## src/logic/mct_pkg.sv

```systemverilog
// Purpose: Shared constants for the match and capture timer
// Assumes: One clock domain, counters advance on a count enable
// Notes: Action encodings and reset values are shared by core and bench
package mct_pkg;
  localparam int CNT_W = 32;
  localparam int NUM_CH = 4;
  // Match output actions
  localparam logic [1:0] ACT_NONE = 2'h0;
  localparam logic [1:0] ACT_LOW = 2'h1;
  localparam logic [1:0] ACT_HIGH = 2'h2;
  localparam logic [1:0] ACT_TOGGLE = 2'h3;
  // Reset values and synchroniser depth
  localparam logic [CNT_W-1:0] CNT_RST = 32'h0000_0000;
  localparam logic MATCH_OUT_RST = 1'b0;
  localparam int SYNC_STAGES = 2;
endpackage : mct_pkg

```

## src/logic/mct_capture_chan.sv

```systemverilog
// Purpose: One capture channel: pin synchroniser, edge detect, counter snapshot
// Assumes: Capture pin is asynchronous to i_clock
// Notes: First synchroniser stage feeds only the second stage
module mct_capture_chan #(
  parameter int WIDTH = 32
) (
  input wire logic i_clock,
  input wire logic i_nrst,
  input wire logic i_pin,
  input wire logic i_rise_en,
  input wire logic i_fall_en,
  input wire logic [WIDTH-1:0] i_count,
  output logic [WIDTH-1:0] o_value,
  output logic o_event
);
  import mct_pkg::*;

  logic meta_q;
  logic sync_q;
  logic last_q;
  logic hit;

  always_ff @(posedge i_clock or negedge i_nrst) begin
    if (!i_nrst) begin
      meta_q <= 1'b0;
      sync_q <= 1'b0;
      last_q <= 1'b0;
    end else begin
      meta_q <= i_pin;
      sync_q <= meta_q;
      last_q <= sync_q;
    end
  end

  assign hit = (i_rise_en && sync_q && !last_q) || (i_fall_en && !sync_q && last_q);

  always_ff @(posedge i_clock or negedge i_nrst) begin
    if (!i_nrst) begin
      o_value <= '0;
      o_event <= 1'b0;
    end else begin
      o_event <= hit;
      if (hit) begin
        o_value <= i_count;
      end
    end
  end

  chk_capture_snap: assert property (@(posedge i_clock) disable iff (!i_nrst)
    hit |=> (o_value == $past(i_count) && o_event)) else $error("capture missed");
endmodule : mct_capture_chan

```

## src/logic/mct_timer.sv

```systemverilog
// Purpose: Match and capture timer with 32-bit prescaler and timer counter
// Assumes: Single clock i_clock stands for the timer count clock
// Notes: Configuration arrives as plain ports, no software registers
module mct_timer #(
  parameter int WIDTH = 32,
  parameter int CHANNELS = 4,
  parameter bit HAS_PAUSE = 1'b1
) (
  input wire logic i_clock,
  input wire logic i_nrst,
  input wire logic i_enable,
  input wire logic i_counter_reset,
  input wire logic i_pause,
  input wire logic [WIDTH-1:0] i_prescale,
  input wire logic [CHANNELS*WIDTH-1:0] i_match_value,
  input wire logic [CHANNELS*2-1:0] i_match_action,
  input wire logic [CHANNELS-1:0] i_match_reset,
  input wire logic [CHANNELS-1:0] i_match_stop,
  input wire logic [CHANNELS-1:0] i_match_irq_en,
  input wire logic [CHANNELS-1:0] i_capture_input,
  input wire logic [CHANNELS-1:0] i_capture_rise,
  input wire logic [CHANNELS-1:0] i_capture_fall,
  input wire logic [CHANNELS-1:0] i_capture_irq_en,
  output logic [WIDTH-1:0] o_count,
  output logic [WIDTH-1:0] o_prescale_count,
  output logic [CHANNELS-1:0] o_match_output,
  output logic [CHANNELS-1:0] o_match_event,
  output logic [CHANNELS-1:0] o_capture_event,
  output logic [CHANNELS*WIDTH-1:0] o_capture_value,
  output logic o_running
);
  import mct_pkg::*;

  // ------------------------------------------------------------
  // Pause synchroniser and count enable
  // ------------------------------------------------------------
  logic pause_meta_q;
  logic pause_sync_q;
  logic stop_q;
  logic tick;
  logic [CHANNELS-1:0] hit;
  logic [CHANNELS-1:0] cap_evt;

  function automatic logic out_next(input logic cur, input logic [1:0] act);
    case (act)
      ACT_LOW: out_next = 1'b0;
      ACT_HIGH: out_next = 1'b1;
      ACT_TOGGLE: out_next = ~cur;
      default: out_next = cur;
    endcase
  endfunction : out_next

  always_ff @(posedge i_clock or negedge i_nrst) begin
    if (!i_nrst) begin
      pause_meta_q <= 1'b0;
      pause_sync_q <= 1'b0;
    end else begin
      pause_meta_q <= i_pause;
      pause_sync_q <= pause_meta_q;
    end
  end

  logic run;
  assign run = i_enable && !stop_q && !(HAS_PAUSE && pause_sync_q);
  assign tick = run && (o_prescale_count >= i_prescale);

  // ------------------------------------------------------------
  // Prescaler and timer counter
  // ------------------------------------------------------------
  always_ff @(posedge i_clock or negedge i_nrst) begin
    if (!i_nrst) begin
      o_prescale_count <= CNT_RST;
    end else if (i_counter_reset) begin
      o_prescale_count <= CNT_RST;
    end else if (tick) begin
      o_prescale_count <= CNT_RST;
    end else if (run) begin
      o_prescale_count <= o_prescale_count + 1'b1;
    end
  end

  // Matches are evaluated on the tick so each value fires once per pass
  always_comb begin
    for (int i = 0; i < CHANNELS; i++) begin
      hit[i] = tick && (o_count == i_match_value[i*WIDTH +: WIDTH]);
    end
  end

  always_ff @(posedge i_clock or negedge i_nrst) begin
    if (!i_nrst) begin
      o_count <= CNT_RST;
    end else if (i_counter_reset) begin
      o_count <= CNT_RST;
    end else if (|(hit & i_match_reset)) begin
      o_count <= CNT_RST;
    end else if (tick) begin
      o_count <= o_count + 1'b1;
    end
  end

  always_ff @(posedge i_clock or negedge i_nrst) begin
    if (!i_nrst) begin
      stop_q <= 1'b0;
    end else if (|(hit & i_match_stop)) begin
      stop_q <= 1'b1;
    end else if (i_counter_reset) begin
      stop_q <= 1'b0;
    end
  end

  always_ff @(posedge i_clock or negedge i_nrst) begin
    if (!i_nrst) begin
      o_running <= 1'b0;
    end else begin
      o_running <= run;
    end
  end

  // ------------------------------------------------------------
  // Match outputs and events
  // ------------------------------------------------------------
  always_ff @(posedge i_clock or negedge i_nrst) begin
    if (!i_nrst) begin
      o_match_output <= {CHANNELS{MATCH_OUT_RST}};
      o_match_event <= '0;
    end else begin
      for (int i = 0; i < CHANNELS; i++) begin
        o_match_event[i] <= hit[i] && i_match_irq_en[i];
        if (hit[i]) begin
          o_match_output[i] <= out_next(o_match_output[i], i_match_action[i*2 +: 2]);
        end
      end
    end
  end

  // ------------------------------------------------------------
  // Capture channels
  // ------------------------------------------------------------
  for (genvar g = 0; g < CHANNELS; g++) begin : g_cap
    logic cap_raw;
    mct_capture_chan #(.WIDTH(WIDTH)) u_cap (
      .i_clock(i_clock),
      .i_nrst(i_nrst),
      .i_pin(i_capture_input[g]),
      .i_rise_en(i_capture_rise[g]),
      .i_fall_en(i_capture_fall[g]),
      .i_count(o_count),
      .o_value(o_capture_value[g*WIDTH +: WIDTH]),
      .o_event(cap_raw)
    );
    assign cap_evt[g] = cap_raw;
  end

  always_ff @(posedge i_clock or negedge i_nrst) begin
    if (!i_nrst) begin
      o_capture_event <= '0;
    end else begin
      o_capture_event <= cap_evt & i_capture_irq_en;
    end
  end

  // ------------------------------------------------------------
  // Checks
  // ------------------------------------------------------------
  chk_prescale_wrap: assert property (@(posedge i_clock) disable iff (!i_nrst)
    (tick && !i_counter_reset) |=> (o_prescale_count == '0)) else $error("prescale no wrap");
  chk_count_step: assert property (@(posedge i_clock) disable iff (!i_nrst)
    (tick && !i_counter_reset && !(|(hit & i_match_reset)))
    |=> (o_count == $past(o_count) + 1'b1)) else $error("count no step");
  chk_count_hold: assert property (@(posedge i_clock) disable iff (!i_nrst)
    (!tick && !i_counter_reset) |=> $stable(o_count)) else $error("count moved");
  chk_pause_halt: assert property (@(posedge i_clock) disable iff (!i_nrst)
    (HAS_PAUSE && pause_sync_q && !i_counter_reset) |=> $stable(o_prescale_count))
    else $error("pause ignored");
  chk_match_reset: assert property (@(posedge i_clock) disable iff (!i_nrst)
    (|(hit & i_match_reset)) |=> (o_count == '0)) else $error("no match reset");
  chk_match_stop: assert property (@(posedge i_clock) disable iff (!i_nrst)
    (|(hit & i_match_stop)) |=> ##1 !o_running) else $error("no match stop");
  // Output actions and events are checked on every channel
  for (genvar g = 0; g < CHANNELS; g++) begin : g_chk
    chk_match_toggle: assert property (@(posedge i_clock) disable iff (!i_nrst)
      (hit[g] && i_match_action[g*2 +: 2] == ACT_TOGGLE)
      |=> (o_match_output[g] != $past(o_match_output[g]))) else $error("no toggle");
    chk_match_low: assert property (@(posedge i_clock) disable iff (!i_nrst)
      (hit[g] && i_match_action[g*2 +: 2] == ACT_LOW)
      |=> !o_match_output[g]) else $error("no low");
    chk_match_high: assert property (@(posedge i_clock) disable iff (!i_nrst)
      (hit[g] && i_match_action[g*2 +: 2] == ACT_HIGH)
      |=> o_match_output[g]) else $error("no high");
    chk_match_event: assert property (@(posedge i_clock) disable iff (!i_nrst)
      (hit[g] && i_match_irq_en[g]) |=> o_match_event[g]) else $error("no match event");
  end

  cov_match_hit: cover property (@(posedge i_clock) disable iff (!i_nrst) |hit);
  cov_capture: cover property (@(posedge i_clock) disable iff (!i_nrst) |o_capture_event);
  cov_stop: cover property (@(posedge i_clock) disable iff (!i_nrst) stop_q);
  cov_pause: cover property (@(posedge i_clock) disable iff (!i_nrst) pause_sync_q && i_enable);
endmodule : mct_timer
```

## config.mk

```make
export PLATFORM = sky130hd
export DESIGN_NAME = mct_timer
export DESIGN_NICKNAME = d
export VERILOG_FILES = /design/src/logic/mct_pkg.sv /design/src/logic/mct_capture_chan.sv /design/src/logic/mct_timer.sv
export SDC_FILE = /design/constraint.sdc
export NUM_CORES = 1
export LEC_CHECK = 0
export BUFFER_PORTS_ARGS = -buffer_cell sky130_fd_sc_hd__buf_2
export CAP_MARGIN = 25
export CELL_PAD_IN_SITES_DETAIL_PLACEMENT = 1
export CELL_PAD_IN_SITES_GLOBAL_PLACEMENT = 1
export CORE_ASPECT_RATIO = 0.75
export CORE_UTILIZATION = 31
export CTS_CLUSTER_DIAMETER = 200
export CTS_CLUSTER_SIZE = 10
export DETAILED_ROUTE_END_ITERATION = 8
export PLACE_DENSITY_LB_ADDON = 0.1
export SYNTH_ARGS = -nofsm -noshare
export SYNTH_HDL_FRONTEND = slang
export SYNTH_SLANG_ARGS = --single-unit
```

## constraint.sdc

```tcl
create_clock -name i_clock -period 6 [get_ports i_clock]
set_clock_uncertainty 0.1 [all_clocks]
set_input_delay 0.3 -clock i_clock [delete_from_list [all_inputs] [get_ports i_clock]]
set_output_delay 0.3 -clock i_clock [all_outputs]
set_load 0.02 [all_outputs]
```

-- Word-level counts from Yosys, hierarchy flattened
Index checks and enable logic that the tools add are counted.
- flip-flop bits (word level): 224
- memory bits (read-only): 0
- output and inout port bits: 205
- bits in writable memories: 0
- latch bits: 0
- memories kept: 0
- shifts and indexed selects: 0
- mux-type cells: 12
- order comparisons: 1
- multiply operators: 0
- bitwise gates (word level): 7
- reduce and logical (&&, ||, !) cells: 54
- divide/modulo/power cells: 0
- equal/unequal tests: 16
- add/subtract/negate cells: 2
- operators by type and width (operator ; count):
    $mux 32 ; 6
    $eq 32x32->1 ; 4
    $add 32x1->32 const B ; 2
    $ge 32x32->1 ; 1
    $logic_and 1x1->1 ; 27
    $reduce_bool 3->1 ; 6
    $eq 2x2->1 const B ; 8
    $and 4x4->4 ; 3
    $pmux 1 s3 ; 4
    $logic_not 1->1 ; 10
    $eq 2x1->1 const B ; 4
    $reduce_and 2->1 ; 4
    $reduce_or 4->1 ; 2
    $logic_or 1x1->1 ; 4
    $not 1->1 ; 4
    $mux 1 ; 2
    $reduce_bool 2->1 ; 1

-- Depth between registers and ports, before layout
Gate-level depths: netlist of run 1.
- word-level depth: 9
- mapped depth: 11
- depth with buffers taken out: 9

-- Cells and area by module
A second synthesis of run 1 with hierarchy kept.
- cell total of the unflattened synthesis: 1781
- area, all modules: 15945.3 µm²
- by module, submodules not included (module ; seq. area each (µm²) ; cells each ; area each (µm²) ; instances):
    mct_capture_chan ; 900.9 ; 262 ; 2404.8 ; 4
    mct_timer ; 2001.9 ; 733 ; 6326.1 ; 1

-- Least setup slack after synthesis of run 1
No wires, ideal clock.
- path type: reg-to-reg
- start point: register o_prescale_count[0]
- end point: register o_prescale_count[16]
- path slack: 3.205 ns
- setup time: 0.082 ns
- stages on the path, launching flop included: 10
- arrival time: 2.613 ns
- required time: 5.818 ns
- clock period less this slack: 2.795 ns
- path through: dfrtp_1 > inv_1 > ha_1 > nand2b_1 > a2111o_1 > a311oi_2 > a21oi_4 > or2_4 > or4_1 > a31oi_1
- longest elaborated chain between the ends: 4
- elaborated cells on any way between the ends: 7
- RTL lines (what ; line ; text):
    start: declaration ; mct_timer.sv:25 ; output logic [WIDTH-1:0] o_prescale_count,
    start signal: assignment ; mct_timer.sv:78 ; o_prescale_count <= o_prescale_count + 1'b1;
    $add 32x1->32 or $ge 32x32->1 (tied branches) ; mct_timer.sv:78, mct_timer.sv:65 ;
    $mux 32 or $logic_and 1x1->1 (tied branches) ; mct_timer.sv:77, mct_timer.sv:65 ;
    $mux 32 ; mct_timer.sv:75 ; end else if (tick) begin
    $mux 32 ; mct_timer.sv:73 ; end else if (i_counter_reset) begin
Several ways; a longest one is shown, not always the timed one. The select of a mux whose other input is x is not followed.
A chain may end at the register's enable or synchronous reset.

-- Final worst setup path of run 1
- start point: register o_count[19]
- end point: register o_match_output[3]
- longest elaborated chain between the ends: 3
- RTL lines (what ; line ; text):
    start: declaration ; mct_timer.sv:24 ; output logic [WIDTH-1:0] o_count,
    start signal: assignment ; mct_timer.sv:97 ; o_count <= o_count + 1'b1;
    $eq 32x32->1 ; mct_timer.sv:85 ; hit[i] = tick && (o_count == i_match_value[i*WIDTH +: WIDTH]);
    $logic_and 1x1->1 ; mct_timer.sv:85 ;
    $reduce_and 2->1 (no source line) ; -- ;
    end signal: assignment ; mct_timer.sv:124 ; o_match_output <= {CHANNELS{MATCH_OUT_RST}};
    end signal: indexed assignment ; mct_timer.sv:130 ; o_match_output[i] <= out_next(o_match_output[i], i_match_action[i*2 +: 2]);
    end: declaration ; mct_timer.sv:26 ; output logic [CHANNELS-1:0] o_match_output,
Every way passes these cells.

==> results of run 1 <==
==> area by class of cell <==
class	instances	area share, %
clock inverter	1	0.0590
sequential	224	37.7
timing repair buffer	438	16.0
multi-input combinational	685	36.3
tap	465	3.92
clock buffer	27	4.55
antenna	10	0.169
inverter	48	1.21
==> registers in the layout (all words and copies together), names as in the netlist <==
name and flops:
o_prescale_count 32, pause_meta_q 1, o_capture_event 4, stop_q 1
g_cap.u_cap.o_value 128, g_cap.u_cap.sync_q 4, g_cap.u_cap.last_q 4, g_cap.u_cap.o_event 4
o_running 1, pause_sync_q 1, g_cap.u_cap.meta_q 4, o_match_output 4
o_match_event 4, o_count 32
==> final timing paths <==
check                             start                    endpoint  slack, ns
max reg2reg                 o_count[19]           o_match_output[3]       1.92
min                              i_nrst            o_match_event[2]       0.19
max                         o_count[19]           o_match_output[3]       1.92
min reg2reg                pause_meta_q                pause_sync_q       0.24
min in group i_clock           i_enable        o_prescale_count[16]       0.19
max in group asynchronous        i_nrst  g_cap[3].u_cap.o_value[18]       4.17
==> per-layer routing <==
metal	vias up	track usage (%)	routed length, µm
met2	262	37.3	20700
met3	66	6.20	2920
met4	8	6.46	992
met5	-	0	51
met1	4797	32.9	20700
li1	4367	-	-
==> Yosys cell counts, drive strengths merged, types with 2 or more instances <==
master / count
nor3: 9
nand2b: 5
and2: 7
o2111ai: 5
inv: 47
o22ai: 6
nor2: 50
a2111o: 2
or3: 10
or4: 15
xnor2: 81
ha: 34
nor4: 22
o31ai: 13
buf: 38
a221oi: 3
and3: 21
xor2: 84
nand2: 41
or2: 4
mux2: 128
and4: 4
nand4: 33
dfrtp: 224
o21ai: 27
o211ai: 4
nand3: 30
clkbuf: 23
a21oi: 34
==> logic make-up (layout without fill, tap and decap cells) <==
kind of cell,Yosys count,in the layout,synth area share (%)
other,0,10,0
AO/OA/AOI/OAI,103,103,5.82
AND/OR/NAND/NOR,254,254,11.9
multiplexers,129,129,12.7
XOR/XNOR,165,165,12.7
buffers and inverters,109,514,4.00
adder cells (fa/ha/maj),34,34,3.73
flip-flops,224,224,49.2
==> what timing repair did <==
item | 4_1_cts | 5_1_grt
hold buffers | 25 | 0
endpoints found under the hold margin | 86 | 0
setup buffers | 0 | 0
==> stage by stage <==
step	util, %	cells	hold slack [ns]
6_report	41.2	1898	0.192
5_1_grt	41.2	1896	0.225
4_1_cts	41.1	1887	0.181
3_5_place_dp	38.5	1834	0.181
3_3_place_gp	38.5	1834	0.184
2_1_floorplan	-	1018	-0.0956
==> power by group through the flow <==
stage               registers [mW]  clock network, mW  logic, mW
floorplan                     1.55                  0     0.0998
global placement              1.55                  0      0.251
detailed placement            1.55                  0      0.254
CTS                           1.53               1.46      0.266
global route                  1.53               1.51      0.288
finish                        1.53               1.41      0.262
==> insert_results.sql, run 1 <==
INSERT INTO impl_metrics (metric_group, metric, value, unit) VALUES
('pwr', 'vdd_ir_drop_max', '0.201', 'mV'),
('die', 'num_rows', '60', ''),
('layout', 'mostFrequentLayoutCells', 'sky130_fd_sc_hd__buf_2, sky130_fd_sc_hd__dfrtp_1, sky130_fd_sc_hd__mux2_2', ''),
('worst_setup_path', 'crit_slowest_cell', 'sky130_fd_sc_hd__dfrtp_1', ''),
('yosys', 'post_synth_inst_count', '1018', ''),
('die', 'core_region_area', '36000', 'µm²'),
('yosys', 'synth.largest_area_cell', 'sky130_fd_sc_hd__dfrtp_1', ''),
('worst_setup_path', 'worst-path-buf-inv', '1', ''),
('detailed_routing', 'drt-initial-drc-count', '472', ''),
('sta', 'tightest_slew', '1.14', 'ns'),
('layout', 'num-nets-final', '1658', ''),
('clock_tree', 'numCtsBuffers', '26', ''),
('detailed_routing', 'routed_via_density', '5.01', ''),
('worst_setup_path', 'setup.worst_path.class', 'reg2reg', ''),
('pwr', 'netSwitchingFraction', '24.2', '%'),
('yosys', 'synth_top_cells_by_area', 'sky130_fd_sc_hd__dfrtp_1, sky130_fd_sc_hd__mux2_2, sky130_fd_sc_hd__xor2_1', ''),
('sta', 'postLayoutSetupSlackWorst', '1.92', 'ns'),
('sta', 'timing.final.crit_share', '68.0', '%'),
('yosys', 'synth_seq_area_share', '49.2', '%'),
('die', 'floorplan.initialDensity', '31.6', '%'),
('layout', 'stdcell_area', '14800', 'µm²'),
('global_route', 'grt_first_pass_wirelength', '66800', 'µm'),
('clock_tree', 'cts-root-to-sink-buffers', '3', ''),
('worst_setup_path', 'worstRegToRegCells', '8', ''),
('global_route', 'grt.overflow.total', '0', ''),
('worst_setup_path', 'worst_setup_path_start_kind', 'flip-flop', ''),
('detailed_routing', 'drt-total-wl', '45300', 'µm'),
('yosys', 'dominantRegCellSynth', 'sky130_fd_sc_hd__dfrtp_1', ''),
('pwr', 'leakagePower', '7.84', 'nW'),
('layout', 'area.sequential', '5610', 'µm²'),
('global_route', 'largest_net_degree_at_the_start_of_global_routing', '160', ''),
('worst_setup_path', 'cells_along_the_critical_path', 'xor2_1, nor4_1, nand4_1, nor4_1, o21ai_0, o21ai_0, o21ai_0, dlygate4sd3_1', ''),
('detailed_routing', 'antenna_left', '0', ''),
('yosys', 'synthesis.area', '11400', 'µm²'),
('sta', 'timing.final.crit_period', '4.08', 'ns'),
('sta', 'number_of_endpoints_with_negative_hold_slack_in_the_final_report', '0', ''),
('pwr', 'power.sequential.fraction', '47.7', '%'),
('layout', 'share_of_layout_cells_above_drive_strength_1', '41.0', '%'),
('detailed_routing', 'detail_route.first_pass.iterations', '4', ''),
('worst_setup_path', 'timing.critical_path.required', '6.32', 'ns'),
('pwr', 'p_int', '2.42', 'mW'),
('layout', 'multiInputGateArea', '5390', 'µm²'),
('layout', 'flow.area_growth_from_synthesis', '30.3', '%'),
('layout', 'layout_commonest_cell', 'sky130_fd_sc_hd__buf_2', ''),
('clock_tree', 'buffer_type_at_the_clock_tree_root', 'sky130_fd_sc_hd__clkbuf_16', ''),
('sta', 'maxClockFrequency', '0.245', 'GHz'),
('global_route', 'global_route.usage.total', '24.0', '%'),
('yosys', 'synth_top_area_share', '49.2', '%'),
('layout', 'num-fill-cells', '4074', ''),
('placement', 'place.gp.congestion', '0.826', ''),
('status', 'outcome', 'finished clean', ''),
('worst_setup_path', 'critical_path.endpoint_type', 'flip-flop', ''),
('pwr', 'combPwrFrac', '8.2', '%'),
('yosys', 'syn_nets', '1253', ''),
('detailed_routing', 'route.detailed.wl_per_inst', '23.9', 'µm'),
('sta', 'rsz0062_at_grt', 'false', ''),
('die', 'io_pins', '406', ''),
('yosys', 'synth_seq_cells', '224', ''),
('worst_setup_path', 'crit_arrival', '4.40', 'ns'),
('global_route', 'first_global_vias', '9841', ''),
('yosys', 'synth_area_per_cell', '11.2', 'µm²'),
('yosys', 'async_reset_ff_share', '100', '%'),
('die', 'dieArea', '37500', 'µm²'),
('detailed_routing', 'final_routed_drc_violation_total', '0', ''),
('worst_setup_path', 'timing.critical_path.mode_cell', 'sky130_fd_sc_hd__o21ai_0', ''),
('worst_setup_path', 'worstSetupPathDepth', '8', ''),
('worst_setup_path', 'cp_max_fo', '12', ''),
('clock_tree', 'htreeDepth', '1', ''),
('run', 'timing.max_cap.violations', '0', ''),
('clock_tree', 'worst_setup_hold_path_clk_slew', '0.06', 'ns'),
('clock_tree', 'cts_resized', '0', '');
(Power assumes the default switching activity.)
==> run 2: changes to the inputs <==
- clock period: 6 -> 3.89 ns (I/O delays scaled with it)
==> run 2 against run 1 <==
Against the previous run:
- maximum frequency is 9.4% higher
- hold slack worse by 0.13 ns
- critical endpoint is now stop_q
- critical path type unchanged
- global-route usage is 0.55 points higher
- sequential share of layout area is 0.54 points lower
==> insert_results.sql, run 2 (synthesis gave the netlist of run 1 again) <==
INSERT INTO impl_metrics (metric_group, metric, value, unit) VALUES
('status', 'outcome', 'finished clean', ''),
('layout', 'num-fill-cells', '4063', ''),
('worst_setup_path', 'timing.critical_path.mode_cell', 'sky130_fd_sc_hd__inv_1', ''),
('worst_setup_path', 'worstRegToRegCells', '10', ''),
('worst_setup_path', 'critical_path.endpoint_type', 'flip-flop', ''),
('worst_setup_path', 'cells_along_the_critical_path', 'inv_1, ha_1, nand2b_1, a2111o_1, a311oi_2, a21oi_4, o211ai_1, inv_1, a221o_1, dlygate4sd3_1', ''),
('placement', 'place.gp.congestion', '0.821', ''),
('global_route', 'largest_net_degree_at_the_start_of_global_routing', '101', ''),
('sta', 'hold_ws', '0.0603', 'ns'),
('placement', 'port_buffers', '405', ''),
('clock_tree', 'cts-root-to-sink-buffers', '3', ''),
('layout', 'largest_register_ffs', '128', ''),
('layout', 'stdcell_area', '15100', 'µm²'),
('die', 'core_region_area', '36000', 'µm²'),
('die', 'num_rows', '60', ''),
('die', 'die_x', '223', 'µm'),
('die', 'io_pins', '406', ''),
('clock_tree', 'buffer_type_at_the_clock_tree_root', 'sky130_fd_sc_hd__clkbuf_16', ''),
('global_route', 'first_global_vias', '10100', ''),
('layout', 'mostFrequentLayoutCells', 'sky130_fd_sc_hd__buf_2, sky130_fd_sc_hd__dfrtp_1, sky130_fd_sc_hd__mux2_2', ''),
('sta', 'relative_max_transition_margin', '37.9', '%'),
('clock_tree', 'worst_setup_hold_path_clk_slew', '0.06', 'ns'),
('layout', 'layout_commonest_cell', 'sky130_fd_sc_hd__buf_2', ''),
('sta', 'maxClockFrequency', '0.268', 'GHz'),
('detailed_routing', 'route.detailed.wl_per_inst', '23.9', 'µm'),
('sta', 'postLayoutSetupSlackWorst', '0.160', 'ns'),
('layout', 'share_of_layout_cells_above_drive_strength_1', '42.5', '%'),
('detailed_routing', 'drt-total-wl', '46000', 'µm'),
('worst_setup_path', 'crit_arrival', '4.05', 'ns'),
('detailed_routing', 'detail_route.first_pass.iterations', '4', ''),
('clock_tree', 'clkSinkCount', '224', ''),
('clock_tree', 'htreeDepth', '1', ''),
('worst_setup_path', 'timing.critical_path.required', '4.21', 'ns'),
('min_path', 'hold_path_class', 'in2reg', ''),
('worst_setup_path', 'worst_setup_path_start_kind', 'flip-flop', ''),
('global_route', 'grt_antenna_before_repair', '14', ''),
('worst_setup_path', 'longest_individual_stage_delay_on_the_worst_path', '0.55', 'ns'),
('detailed_routing', 'final_routed_drc_violation_total', '0', ''),
('pwr', 'total_power', '4.95', 'mW'),
('placement', 'dpl.hpwl', '34400', 'µm'),
('worst_setup_path', 'cp_max_fo', '9', ''),
('sta', 'slew_violations', '0', ''),
('pwr', 'leakagePower', '7.99', 'nW'),
('worst_setup_path', 'regToRegEndpoint', 'stop_q', ''),
('die', 'dieArea', '37500', 'µm²'),
('global_route', 'grt.overflow.total', '0', ''),
('sta', 'number_of_endpoints_with_negative_hold_slack_in_the_final_report', '0', ''),
('layout', 'num-nets-final', '1685', ''),
('placement', 'dpl_cell_area', '14100', 'µm²'),
('detailed_routing', 'routed_via_density', '5.00', ''),
('worst_setup_path', 'r2r-start', 'o_prescale_count[0]', ''),
('sta', 'timing.final.crit_share', '95.9', '%'),
('placement', 'dpl_worst_slack', '0.589', 'ns'),
('min_path', 'worst_hold_path_endpoint', 'g_cap[3].u_cap.o_event', ''),
('clock_tree', 'cts_tree', 'done', ''),
('sta', 'finalSetupViolations', '0', ''),
('min_path', 'worstHoldPathCells', '3', ''),
('die', 'floorplan.initialDensity', '31.6', '%'),
('detailed_routing', 'antenna_left', '0', ''),
('sta', 'timing.final.crit_period', '3.73', 'ns'),
('detailed_routing', 'drt-initial-drc-count', '429', ''),
('clock_tree', 'numCtsBuffers', '26', ''),
('worst_setup_path', 'crit_slowest_cell', 'sky130_fd_sc_hd__dlygate4sd3_1', ''),
('detailed_routing', 'route.vias.total', '9604', ''),
('clock_tree', 'insertion_delay', '0.55', 'ns'),
('sta', 'tightest_slew', '0.925', 'ns'),
('min_path', 'worstHoldStart', 'i_capture_fall[3]', ''),
('global_route', 'grt_first_pass_wirelength', '68200', 'µm'),
('run', 'timing.max_cap.violations', '0', ''),
('layout', 'registers.top_by_ff_count', 'g_cap.u_cap.o_value', ''),
('pwr', 'vdd_ir_drop_max', '0.293', 'mV'),
('worst_setup_path', 'setup.worst_path.class', 'reg2reg', ''),
('layout', 'largestRegisters', 'g_cap.u_cap.o_value x128, o_count x32, o_prescale_count x32', ''),
('pwr', 'power_density_relative_to_cell_area', '329', 'nW/µm²'),
('die', 'height_of_the_die', '168', 'µm'),
('layout', 'flow.area_growth_from_synthesis', '32.3', '%'),
('sta', 'totalNegativeSetupSlack', '0', 'ns'),
('sta', 'rsz0062_at_grt', 'false', ''),
('global_route', 'global_route.usage.total', '24.5', '%'),
('worst_setup_path', 'ff2ff_setup_slack', '0.16', 'ns');
[run 2: cell count changes in the layout (fill, tap and decap cells not counted)]
cell / change
sky130_fd_sc_hd__nor4_2: +1
sky130_fd_sc_hd__dfrtp_1: -5
sky130_fd_sc_hd__diode_2: -4
sky130_fd_sc_hd__buf_12: +2
sky130_fd_sc_hd__nor4_1: -1
sky130_fd_sc_hd__dfrtp_2: +5
sky130_fd_sc_hd__buf_4: +25
[run 2: area by class of cell]
cell class                      instances  area [µm²]  area share [%]
Clock buffer                           27         676            4.48
Sequential cell                       224        5610            37.2
Multi-Input combinational cell        685        5400            35.8
Antenna cell                            6        15.0          0.0996
Clock inverter                          1        8.76          0.0581
Inverter                               48         180            1.19
Tap cell                              465         582            3.86
Timing Repair Buffer                  465        2610            17.3
[run 2: critical path, delay by kind of cell, from the launching register on]
family	cells	cell delay [ns]
fa+ha+maj	1	0.27
flops	1	0.44
simple gates	1	0.17
compound gates	5	1.84
buf+inv	3	0.77
[run 2: worst max-delay path by stage]
stage                     slack (ns)              endpoint                start  depth (start not counted)
final                           0.16                stop_q  o_prescale_count[0]                         10
after global routing            0.01                stop_q  o_prescale_count[0]                         10
after CTS                       0.08     o_match_output[3]          o_count[25]                          8
after detailed placement        0.59  o_prescale_count[29]  o_prescale_count[0]                          9
after global placement          0.59  o_prescale_count[29]  o_prescale_count[0]                          9
after floorplan                 1.09  o_prescale_count[16]  o_prescale_count[0]                          9
[run 2: repair_timing]
item / 4_1_cts / 5_1_grt
hold buffers: 25 / 0
resized for setup: 0 / 6
endpoints found under the hold margin: 118 / 0
buffers inserted: 0 / 0
endpoints found under the setup margin: 0 / 1
[run 2: layer usage]
layer | vias to the layer above | share of wire (%) | global-route usage, %
met4 | 16 | 2.1 | 5.27
met2 | 233 | 46 | 39.1
met1 | 4879 | 46 | 34.2
met5 | - | 0.22 | 0
li1 | 4404 | - | -
met3 | 72 | 5.2 | 5.10
[run 2: report_power, final]
group	switching [mW]	leakage, nW	internal [mW]	total [mW]
sequential	0.00856	3.08	2.34	2.35
clock	0.974	0.337	1.21	2.19
combinational	0.226	4.57	0.188	0.414
total	1.21	7.99	3.74	4.95
[run 2: stage by stage]
step / std cells / util, %
final: 1921 / 41.8
after global routing: 1919 / 41.8
after CTS: 1915 / 41.8
after floorplan: 1018 / -
after detailed placement: 1862 / 39.2
after global placement: 1861 / 39.1
